[src/hw/wdt_pkg.sv]
// Shared constants for the watchdog control block.
// Assumes a 32-bit AXI4-Lite register port, one word per register.
package wdt_pkg;
	localparam int          ADDR_W    = 8;
	localparam logic [7:0]  OFF_CTRL  = 8'h00;
	localparam logic [7:0]  OFF_GCTL  = 8'h04;
	localparam logic [7:0]  OFF_PRDLO = 8'h08;
	localparam logic [7:0]  OFF_PRDHI = 8'h0C;
	localparam logic [7:0]  OFF_CNTLO = 8'h10;
	localparam logic [7:0]  OFF_CNTHI = 8'h14;
	localparam logic [7:0]  OFF_ISTS  = 8'h18;
	localparam logic [7:0]  OFF_IMASK = 8'h1C;
	localparam int          KEY_LSB   = 16;
	localparam int          FLAG_BIT  = 15;
	localparam int          EN_BIT    = 14;
	localparam int          IDLE_LSB  = 12;
	localparam int          MODE_LSB  = 2;
	localparam int          UPRUN_BIT = 1;
	localparam int          LORUN_BIT = 0;
	localparam logic [15:0] SVC_KEY1  = 16'hA5C6;
	localparam logic [15:0] SVC_KEY2  = 16'hDA7E;
	localparam logic [15:0] KEY_RST   = 16'h0000;
	localparam logic [1:0]  IDLE_KEY1 = 2'h1;
	localparam logic [1:0]  IDLE_KEY2 = 2'h2;
	localparam logic [1:0]  IDLE_STOP = 2'h0;
	localparam logic [1:0]  MODE_WD   = 2'h2;
	localparam logic [3:0]  GCTL_RST  = 4'h0;
	localparam logic [31:0] PRD_RST   = 32'h0000_0000;
	localparam logic [1:0]  RESP_OK   = 2'h0;
	localparam logic [1:0]  RESP_ERR  = 2'h2;
	localparam int          IRQ_W     = 3;
	localparam int          IRQ_TO    = 0;
	localparam int          IRQ_SVC   = 1;
	localparam int          IRQ_BAD   = 2;
	localparam logic [2:0]  IRQ_RST   = 3'h0;
	typedef enum logic [1:0] {WD_INIT, WD_PRE, WD_ACTIVE} wd_state_t;
endpackage

[src/hw/key_seq.sv]
// Two-step key detector: FIRST then SECOND completes a sequence.
// Assumes wr is a one-cycle write strobe with val valid beside it.
`timescale 1ns/1ps
module key_seq #(
	parameter int           W      = 16,
	parameter logic [W-1:0] FIRST  = '0,
	parameter logic [W-1:0] SECOND = '1
) (
	input  wire logic         aclk,    // Clock
	input  wire logic         aresetn, // Sync reset, low
	input  wire logic         clr,     // Drop a half sequence
	input  wire logic         wr,      // Key write strobe
	input  wire logic [W-1:0] val,     // Written key
	output logic              armed,   // First key seen
	output logic              done,    // Sequence complete
	output logic              bad      // Wrong or out-of-order key
);
	logic armed_r;
	logic armed_nxt;
	wire  is_first  = wr && (val == FIRST);
	wire  is_second = wr && (val == SECOND) && armed_r;

	assign done = is_second;
	assign bad  = wr && !is_first && !is_second;
	assign armed = armed_r;
	assign armed_nxt = clr ? 1'b0 : (wr ? is_first : armed_r);

	always_ff @(posedge aclk) begin
		if (!aresetn) armed_r <= 1'b0;
		else armed_r <= armed_nxt;
	end
endmodule

[src/hw/axil_port.sv]
// AXI4-Lite slave front end: turns channel handshakes into strobes.
// Assumes the register file answers reads combinationally.
`timescale 1ns/1ps
module axil_port
	import wdt_pkg::*;
(
	input  wire logic              aclk,     // Clock
	input  wire logic              aresetn,  // Sync reset, low
	input  wire logic [ADDR_W-1:0] awaddr,   // Write address
	input  wire logic              awvalid,  // Write address valid
	output logic                   awready,  // Write address ready
	input  wire logic [31:0]       wdata,    // Write data
	input  wire logic [3:0]        wstrb,    // Byte enables
	input  wire logic              wvalid,   // Write data valid
	output logic                   wready,   // Write data ready
	output logic [1:0]             bresp,    // Write response
	output logic                   bvalid,   // Response valid
	input  wire logic              bready,   // Response ready
	input  wire logic [ADDR_W-1:0] araddr,   // Read address
	input  wire logic              arvalid,  // Read address valid
	output logic                   arready,  // Read address ready
	output logic [31:0]            rdata,    // Read data
	output logic [1:0]             rresp,    // Read response
	output logic                   rvalid,   // Read data valid
	input  wire logic              rready,   // Read data ready
	output logic                   wr_go,    // Register write strobe
	output logic [ADDR_W-1:0]      wr_addr,  // Write address held
	output logic [31:0]            wr_data,  // Write data held
	output logic [3:0]             wr_strb,  // Byte enables held
	input  wire logic              wr_hit,   // Write address mapped
	output logic                   rd_go,    // Register read strobe
	input  wire logic [31:0]       rd_data,  // Read value
	input  wire logic              rd_hit    // Read address mapped
);
	logic              awready_r, wready_r, bvalid_r, arready_r, rvalid_r;
	logic [1:0]        bresp_r, rresp_r;
	logic [31:0]       rdata_r, wdata_r;
	logic [ADDR_W-1:0] awaddr_r;
	logic [3:0]        wstrb_r;
	wire               aw_take = awvalid && awready_r;
	wire               w_take  = wvalid && wready_r;

	// Both halves held and no response pending
	assign wr_go   = !awready_r && !wready_r && !bvalid_r;
	assign wr_addr = awaddr_r;
	assign wr_data = wdata_r;
	assign wr_strb = wstrb_r;
	assign rd_go   = arvalid && arready_r;
	assign {awready, wready, bvalid, bresp} =
		{awready_r, wready_r, bvalid_r, bresp_r};
	assign {arready, rvalid, rresp, rdata} =
		{arready_r, rvalid_r, rresp_r, rdata_r};

	always_ff @(posedge aclk) begin
		if (!aresetn) begin
			awready_r <= 1'b1;
			wready_r  <= 1'b1;
			bvalid_r  <= 1'b0;
			bresp_r   <= RESP_OK;
			awaddr_r  <= '0;
			wdata_r   <= '0;
			wstrb_r   <= '0;
		end else begin
			if (aw_take) begin
				awaddr_r  <= awaddr;
				awready_r <= 1'b0;
			end
			if (w_take) begin
				wdata_r  <= wdata;
				wstrb_r  <= wstrb;
				wready_r <= 1'b0;
			end
			if (wr_go) begin
				bvalid_r  <= 1'b1;
				bresp_r   <= wr_hit ? RESP_OK : RESP_ERR;
				awready_r <= 1'b1;
				wready_r  <= 1'b1;
			end else if (bvalid_r && bready) begin
				bvalid_r <= 1'b0;
			end
		end
	end

	always_ff @(posedge aclk) begin
		if (!aresetn) begin
			arready_r <= 1'b1;
			rvalid_r  <= 1'b0;
			rresp_r   <= RESP_OK;
			rdata_r   <= '0;
		end else if (rd_go) begin
			arready_r <= 1'b0;
			rvalid_r  <= 1'b1;
			rresp_r   <= rd_hit ? RESP_OK : RESP_ERR;
			rdata_r   <= rd_hit ? rd_data : 32'h0000_0000;
		end else if (rvalid_r && rready) begin
			rvalid_r  <= 1'b0;
			arready_r <= 1'b1;
		end
	end
endmodule

[src/hw/watchdog_control.sv]
// Watchdog control, counter and status behind an AXI4-Lite port.
// Assumes aclk at 40 MHz and one master on the register bus.
`timescale 1ns/1ps
module watchdog_control
	import wdt_pkg::*;
#(
	parameter int CNT_W = 64
) (
	input  wire logic              aclk,         // Clock, 40 MHz
	input  wire logic              aresetn,      // Sync reset, low
	input  wire logic [ADDR_W-1:0] awaddr,       // Write address
	input  wire logic              awvalid,      // Write address valid
	output logic                   awready,      // Write address ready
	input  wire logic [31:0]       wdata,        // Write data
	input  wire logic [3:0]        wstrb,        // Byte enables
	input  wire logic              wvalid,       // Write data valid
	output logic                   wready,       // Write data ready
	output logic [1:0]             bresp,        // Write response
	output logic                   bvalid,       // Response valid
	input  wire logic              bready,       // Response ready
	input  wire logic [ADDR_W-1:0] araddr,       // Read address
	input  wire logic              arvalid,      // Read address valid
	output logic                   arready,      // Read address ready
	output logic [31:0]            rdata,        // Read data
	output logic [1:0]             rresp,        // Read response
	output logic                   rvalid,       // Read data valid
	input  wire logic              rready,       // Read data ready
	output logic                   wdt_out,      // Timeout pin pulse
	output logic                   idle_allowed, // Idle entry unlocked
	output logic                   irq           // Level interrupt
);
	wd_state_t         state_r, state_nxt;
	logic [15:0]       key_r;
	logic [1:0]        idle_key_r;
	logic              flag_r, watchdog_enable_r, idle_ok_r, wdt_out_r, irq_r;
	logic [3:0]        gctl_r;
	logic [CNT_W-1:0]  cnt_r, prd_r, cnt_nxt;
	logic [IRQ_W-1:0]  ists_r, imask_r, ists_nxt;
	logic              wr_go, wr_hit, rd_go, rd_hit;
	logic [ADDR_W-1:0] wr_addr;
	logic [31:0]       wr_data, rd_data;
	logic [3:0]        wr_strb;
	logic              svc_armed, svc_done, svc_bad;
	logic              idle_done;

	axil_port u_port (
		.aclk    (aclk),
		.aresetn (aresetn),
		.awaddr  (awaddr),
		.awvalid (awvalid),
		.awready (awready),
		.wdata   (wdata),
		.wstrb   (wstrb),
		.wvalid  (wvalid),
		.wready  (wready),
		.bresp   (bresp),
		.bvalid  (bvalid),
		.bready  (bready),
		.araddr  (araddr),
		.arvalid (arvalid),
		.arready (arready),
		.rdata   (rdata),
		.rresp   (rresp),
		.rvalid  (rvalid),
		.rready  (rready),
		.wr_go   (wr_go),
		.wr_addr (wr_addr),
		.wr_data (wr_data),
		.wr_strb (wr_strb),
		.wr_hit  (wr_hit),
		.rd_go   (rd_go),
		.rd_data (rd_data),
		.rd_hit  (rd_hit)
	);

	// Register decode
	wire wr_ctrl  = wr_go && (wr_addr == OFF_CTRL);
	wire wr_gctl  = wr_go && (wr_addr == OFF_GCTL);
	wire wr_prdlo = wr_go && (wr_addr == OFF_PRDLO);
	wire wr_prdhi = wr_go && (wr_addr == OFF_PRDHI);
	wire wr_imask = wr_go && (wr_addr == OFF_IMASK);
	wire rd_ists  = rd_go && (araddr == OFF_ISTS);
	assign wr_hit = wr_addr[1:0] == 2'h0 && wr_addr <= OFF_IMASK;
	assign rd_hit = araddr[1:0] == 2'h0 && araddr <= OFF_IMASK;

	wire mode_wd  = gctl_r[MODE_LSB +: 2] == MODE_WD;
	wire run_both = gctl_r[UPRUN_BIT] && gctl_r[LORUN_BIT];
	wire enabled  = state_r != WD_INIT;
	wire active   = state_r == WD_ACTIVE;

	// Either upper byte strobe writes the whole key; a write that skips the upper bytes
	// leaves the key alone so flag and enable can be touched safely.
	wire key_wr  = wr_ctrl && (wr_strb[3] || wr_strb[2]);
	wire idle_wr = wr_ctrl && wr_strb[1] && mode_wd;
	wire [15:0] key_val  = wr_data[KEY_LSB +: 16];
	wire [1:0]  idle_val = wr_data[IDLE_LSB +: 2];

	key_seq #(.W(16), .FIRST(SVC_KEY1), .SECOND(SVC_KEY2)) u_svc (
		.aclk    (aclk),
		.aresetn (aresetn),
		.clr     (!enabled),
		.wr      (key_wr && enabled),
		.val     (key_val),
		.armed   (svc_armed),
		.done    (svc_done),
		.bad     (svc_bad)
	);

	key_seq #(.W(2), .FIRST(IDLE_KEY1), .SECOND(IDLE_KEY2)) u_idle (
		.aclk    (aclk),
		.aresetn (aresetn),
		.clr     (!mode_wd),
		.wr      (idle_wr),
		.val     (idle_val),
		.armed   (),
		.done    (idle_done),
		.bad     ()
	);

	wire period_hit = active && (cnt_r == prd_r);
	wire timeout    = (enabled && svc_bad) ||
		(period_hit && !svc_done);
	wire enter_act  = state_r == WD_PRE && svc_done && !timeout;

	always_comb begin
		state_nxt = state_r;
		case (state_r)
			WD_INIT:   if (watchdog_enable_r && mode_wd) state_nxt = WD_PRE;
			WD_PRE:    if (timeout) state_nxt = WD_INIT;
				else if (svc_done) state_nxt = WD_ACTIVE;
			WD_ACTIVE: if (timeout) state_nxt = WD_INIT;
			default:   state_nxt = WD_INIT;
		endcase
	end

	// Active ignores the half-run bits; outside active the count runs only with both run bits set
	always_comb begin
		cnt_nxt = cnt_r;
		if (active) begin
			if (svc_done || period_hit) cnt_nxt = '0;
			else cnt_nxt = cnt_r + 1'b1;
		end else if (enter_act) begin
			cnt_nxt = '0;
		end else if (run_both) begin
			cnt_nxt = (cnt_r >= prd_r) ? '0 : cnt_r + 1'b1;
		end
	end

	wire [IRQ_W-1:0] ev = {svc_bad && enabled, svc_done && enabled,
		timeout};
	// A new event in the clearing read survives it
	assign ists_nxt = ev | (rd_ists ? '0 : ists_r);

	always_ff @(posedge aclk) begin
		if (!aresetn) begin
			state_r <= WD_INIT;
			cnt_r   <= '0;
			ists_r  <= IRQ_RST;
			irq_r   <= 1'b0;
		end else begin
			state_r <= state_nxt;
			cnt_r   <= cnt_nxt;
			ists_r  <= ists_nxt;
			irq_r   <= |(ists_nxt & imask_r);
		end
	end

	// Enable is set-only from software
	always_ff @(posedge aclk) begin
		if (!aresetn) watchdog_enable_r <= 1'b0;
		else if (timeout) watchdog_enable_r <= 1'b0;
		else if (wr_ctrl && wr_strb[1] && wr_data[EN_BIT])
			watchdog_enable_r <= 1'b1;
	end

	// Set beats the write-one clear
	always_ff @(posedge aclk) begin
		if (!aresetn) flag_r <= 1'b0;
		else if (timeout) flag_r <= 1'b1;
		else if (enter_act) flag_r <= 1'b0;
		else if (wr_ctrl && wr_strb[1] && wr_data[FLAG_BIT])
			flag_r <= 1'b0;
	end

	always_ff @(posedge aclk) begin
		if (!aresetn) begin
			key_r      <= KEY_RST;
			idle_key_r <= IDLE_STOP;
			idle_ok_r  <= 1'b0;
		end else begin
			if (key_wr) key_r <= key_val;
			if (idle_wr) idle_key_r <= idle_val;
			if (idle_done) idle_ok_r <= 1'b1;
			else if (idle_wr && idle_val == IDLE_STOP)
				idle_ok_r <= 1'b0;
		end
	end

	// Pin only ever carries a timeout while enabled
	always_ff @(posedge aclk) begin
		if (!aresetn) wdt_out_r <= 1'b0;
		else wdt_out_r <= timeout && watchdog_enable_r;
	end

	// Mode and run bits are locked once enabled
	always_ff @(posedge aclk) begin
		if (!aresetn) begin
			gctl_r  <= GCTL_RST;
			prd_r   <= {2{PRD_RST}};
			imask_r <= IRQ_RST;
		end else begin
			if (wr_gctl && wr_strb[0] && !enabled)
				gctl_r <= wr_data[3:0];
			if (wr_prdlo) prd_r[31:0] <= wr_data;
			if (wr_prdhi) prd_r[63:32] <= wr_data;
			if (wr_imask) imask_r <= wr_data[IRQ_W-1:0];
		end
	end

	wire [31:0] ctrl_rd = {key_r, flag_r, watchdog_enable_r, idle_key_r,
		12'h000};
	assign rd_data =
		(araddr == OFF_CTRL)  ? ctrl_rd :
		(araddr == OFF_GCTL)  ? {28'h0000000, gctl_r} :
		(araddr == OFF_PRDLO) ? prd_r[31:0] :
		(araddr == OFF_PRDHI) ? prd_r[63:32] :
		(araddr == OFF_CNTLO) ? cnt_r[31:0] :
		(araddr == OFF_CNTHI) ? cnt_r[63:32] :
		(araddr == OFF_ISTS)  ? {29'h0, ists_r} :
		(araddr == OFF_IMASK) ? {29'h0, imask_r} :
		32'h0000_0000;

	assign wdt_out      = wdt_out_r;
	assign idle_allowed = idle_ok_r;
	assign irq          = irq_r;

	a_svc_order: assert property (@(posedge aclk) disable iff (!aresetn)
		(key_wr && enabled && key_val == SVC_KEY2 && !svc_armed)
		|-> !svc_done)
		else $error("service accepted without first key");

	a_bad_key_fires: assert property (@(posedge aclk)
		disable iff (!aresetn)
		(key_wr && enabled && key_val != SVC_KEY1 && !svc_done)
		|=> flag_r && state_r == WD_INIT && !watchdog_enable_r)
		else $error("wrong key did not time out");

	a_gp_no_timeout: assert property (@(posedge aclk)
		disable iff (!aresetn) (state_r == WD_INIT) |-> !timeout)
		else $error("timeout outside watchdog");

	a_flag_on_active: assert property (@(posedge aclk)
		disable iff (!aresetn)
		$rose(active) |-> !flag_r)
		else $error("flag not cleared on activation");

	a_flag_sticky: assert property (@(posedge aclk)
		disable iff (!aresetn)
		timeout ##1 (!wr_ctrl && !enter_act) |=> flag_r)
		else $error("flag lost after timeout");

	a_pre_needs_en: assert property (@(posedge aclk)
		disable iff (!aresetn)
		(state_r == WD_INIT && !(watchdog_enable_r && mode_wd))
		|=> state_r == WD_INIT)
		else $error("left initial state without enable");

	a_pin_quiet: assert property (@(posedge aclk)
		disable iff (!aresetn) !watchdog_enable_r |=> !wdt_out_r)
		else $error("pin driven while disabled");

	a_pin_follows: assert property (@(posedge aclk)
		disable iff (!aresetn)
		(timeout && watchdog_enable_r) |=> wdt_out_r ##1 !wdt_out_r)
		else $error("pin did not pulse on timeout");

	a_en_holds: assert property (@(posedge aclk)
		disable iff (!aresetn) (watchdog_enable_r && !timeout) |=> watchdog_enable_r)
		else $error("enable dropped without timeout");

	a_idle_unlock: assert property (@(posedge aclk)
		disable iff (!aresetn) idle_done |=> idle_ok_r)
		else $error("idle not unlocked");

	a_idle_block: assert property (@(posedge aclk)
		disable iff (!aresetn)
		(idle_wr && idle_val == IDLE_STOP) |=> (!idle_ok_r)[*2])
		else $error("idle not blocked by 00b");

	a_resv_zero: assert property (@(posedge aclk)
		disable iff (!aresetn)
		(rd_go && araddr == OFF_CTRL) |=> rdata[11:0] == 12'h000)
		else $error("reserved bits read non-zero");

	a_mode_gate: assert property (@(posedge aclk)
		disable iff (!aresetn) $rose(enabled) |-> $past(mode_wd))
		else $error("entered watchdog outside mode 10b");

	a_active_runs: assert property (@(posedge aclk)
		disable iff (!aresetn)
		(active && !period_hit && !svc_done && !timeout)
		|=> cnt_r == $past(cnt_r) + 1'b1)
		else $error("active counter stalled");

	a_svc_restart: assert property (@(posedge aclk)
		disable iff (!aresetn)
		(active && svc_done && !timeout) |=> cnt_r == '0 && active)
		else $error("service did not restart count");
endmodule

[config.mk]
export PLATFORM = sky130hd
export DESIGN_NAME = watchdog_control
export DESIGN_NICKNAME = d
export VERILOG_FILES = /design/src/hw/wdt_pkg.sv /design/src/hw/key_seq.sv /design/src/hw/axil_port.sv /design/src/hw/watchdog_control.sv
export SDC_FILE = /design/constraint.sdc
export NUM_CORES = 1
export LEC_CHECK = 0
export ABC_CLOCK_PERIOD_IN_PS = 8000
export BUFFER_PORTS_ARGS = -buffer_cell sky130_fd_sc_hd__buf_2
export CAP_MARGIN = 20
export CORE_AREA = 3 3 162 164
export DETAILED_ROUTE_END_ITERATION = 10
export DIE_AREA = 0 0 165 167
export GPL_TIMING_DRIVEN = 0
export PLACE_DENSITY = 0.68
export SYNTH_ARGS = -nofsm -noshare
export SYNTH_HDL_FRONTEND = slang
export SYNTH_SLANG_ARGS = --single-unit
export TNS_END_PERCENT = 100
[constraint.sdc]
create_clock -name aclk -period 8 [get_ports aclk]
set_input_delay 2 -clock aclk [delete_from_list [all_inputs] [get_ports aclk]]
set_output_delay 2 -clock aclk [all_outputs]
set_load 0.01 [all_outputs]
==> metrics.txt <==
status finished clean; min Tclk post-route approximately 4.8 ns; Slew Viols, Final 0; final cell count without fillers 1982; Ports 103; most common cell after layout, fill and taps aside dfxtp_1; PortBufs 96; Worst Clk Skew just over 0.008 ns; Placer Congestion 0.912; fmax around 210 MHz; HP Class reg2reg; vias post-DR roughly 12000; post-synth top area share about two fifths; Syn-to-layout area delta 15.0%; Worst EP required between 8 and 9 ns; antenna-violating nets left 0; post_cts resized 0; RSZ-0062 raised after global routing false; number of synthesized flops with an enable pin 0; Final nets between 1500 and 2000; CP startpoint kind primary input; drt wl/cell ~20 um; pin count of the biggest net entering global routing 16; Starting DRT DRC Count 1164; critical path data arrival time approximately 5.2 ns; Worst Setup Path Type in2reg; Synth area leader dfxtp_1; GRT Overall Usage 28.4%; share of layout cells above drive strength 1 12.5%; #FFs+latches synth 248; Starting Density 49.5%; Die Width 165 um; H-tree depth 1; postcts setup bufs 0; antenna violations before repair 0; Final Setup Violations 0; ys flop type dfxtp_1; max_cap viols 0; CTS Sinks 248; placed inst area 13300 um^2; via/cell ratio around 5.9; crit path cell chain buf_2, or4_1, or2_2, nor4_1, nor2b_1, clkbuf_1, clkbuf_1, a221oi_1, nor2_1; CP most frequent cell clkbuf_1; Worst-Margin Slew roughly 1.1 ns; Synth Cell Area around 12000 um^2; xor/xnor share of the synthesized area under 10%; drt drc 0; clock tree root buffer cell clkbuf_16; leakage power between 5 and 6 nW; hpwl dp 30.5 mm; fraction of registers with async set/reset 0%; Max-slew headroom about a quarter; placed cell count 1934; crit end category flop; mux cell area share after synthesis under 10%; crit share post-route roughly 60%; YS warnings 0; CTS buffer count 26; CTS tree built; die area between 20000 and 30000 um^2; drt first pass iters 7; Synth area leaders dfxtp_1 40%, nand2_1 6.8%, ha_1 6.6%; Synth Instances roughly 1500; Post-Synth Adder-Cell Area 6.57%; post-synthesis sequential area ratio 40.1%; die height 167 um; total power 2.72 mW; compound-cell area share of the yosys netlist roughly 14%; crit-path max cell delay 0.86 ns; clk_lat worst skew about 0.54 ns; final instance area 14200 um^2; Ant. Diodes 0; power per cell area roughly 190 nW/um^2; simple-gate share of the synthesized area 24.6%; worst vdd ir between 0.00015 and 0.0002 V; drt total wl 39.6 mm; Syn Area/Cell ~8.2 um^2; Final Hold Vio Count 0; crit path max fanout 10; CP max-delay cell nor4_1; commonest cells after routing, fill and taps aside 248 x dfxtp_1, 223 x nand2_1, 158 x a21oi_1, 129 x nor2_1, 113 x buf_2; Reg clk slew, reported paths around 0.06 ns; row cnt between 50 and 60; grt total ovfl 0; setup TNS 0 ns; first-pass GRT wire length about 62 mm; Clock Path Buffers 3; CTS Hold Bufs 0; Yosys cell types 64; vias in the first global route 11200; core area ~25000 um^2; largest family of logic cells by synthesized area simple AND/OR/NAND/NOR gates
[kinds of logic (layout without fill, tap and decap cells)]
group	Yosys count	count (layout)
other cells	1	2
compound gates	270	270
fa+ha+maj	65	65
flops	248	248
buf+inv	173	318
simple gates	635	635
mux	69	69
xor+xnor	45	45
[state kept, by name (all words and copies together) (netlist names), 2 cells and up]
register and cells:
cnt_r 64, prd_r 64, u_port.rdata 32, u_port.wr_data 32
key_r 16, u_port.wr_addr 8, gctl_r 4, u_port.wr_strb 4
imask_r 3, ists_r 3, idle_key_r 2, state_r 2
[cells in the mapped netlist, types with 26 or more instances]
master      n
a21oi_1   158
a222oi_1   28
and3_1     28
clkbuf_1   75
dfxtp_1   248
ha_1       65
inv_1      73
mux2_2     26
mux2i_1    42
nand2_1   223
nand3_1    42
nand4_1    59
nor2_1    129
nor3_1     68
xor2_1     35
[critical path, delay by kind of cell]
family / cells / cell delay, ns
and+or+nand+nor: 5 / 2.15
buffers and inverters: 3 / 0.92
AOI/OAI and AO/OA: 1 / 0.14
[stage by stage]
stage,worst slack [ns],utilization (%),hold slack (ns)
after floorplan,3.79,-,0.431
after global placement,2.76,53.1,0.441
after detailed placement,2.86,53.1,0.443
after CTS,3.39,56.9,0.452
after global routing,3.12,56.9,0.472
final,3.24,56.9,0.454
[cell type report]
cell class                      instances  area [um^2]
Buffer                                 99          444
Clock buffer                           36          769
Clock inverter                         12          181
Fill cell                            2381        10800
Inverter                               74          278
Multi-Input combinational cell       1086         6700
Sequential cell                       248         4960
Tap cell                              330          413
Timing Repair Buffer                   97          485
[where the power goes]
part           leakage [nW]  internal (mW)  switching, mW
logic                  2.86         0.0397         0.0787
clock network         0.453          0.804          0.527
registers              2.01           1.25         0.0227
total                  5.32           2.10          0.628
[final timing paths]
| path | cells after the start | slack (ns) | startpoint | end |
|---|---|---|---|---|
| min | 2 | 0.45 | u_port.wr_addr[6] | u_port.wr_addr[6] |
| min reg2reg | 2 | 0.45 | u_port.wr_addr[6] | u_port.wr_addr[6] |
| max reg2reg | 10 | 4.50 | prd_r[63] | cnt_r[60] |
| max | 9 | 3.24 | araddr[1] | u_port.rdata[27] |
[routing by layer]
metal | track usage (%) | wire, um
met1 | 39.0 | 16900
met2 | 46.8 | 18400
met3 | 3.28 | 3150
met4 | 8.28 | 1160
met5 | 0 | 0
(Power assumes the default switching activity.)
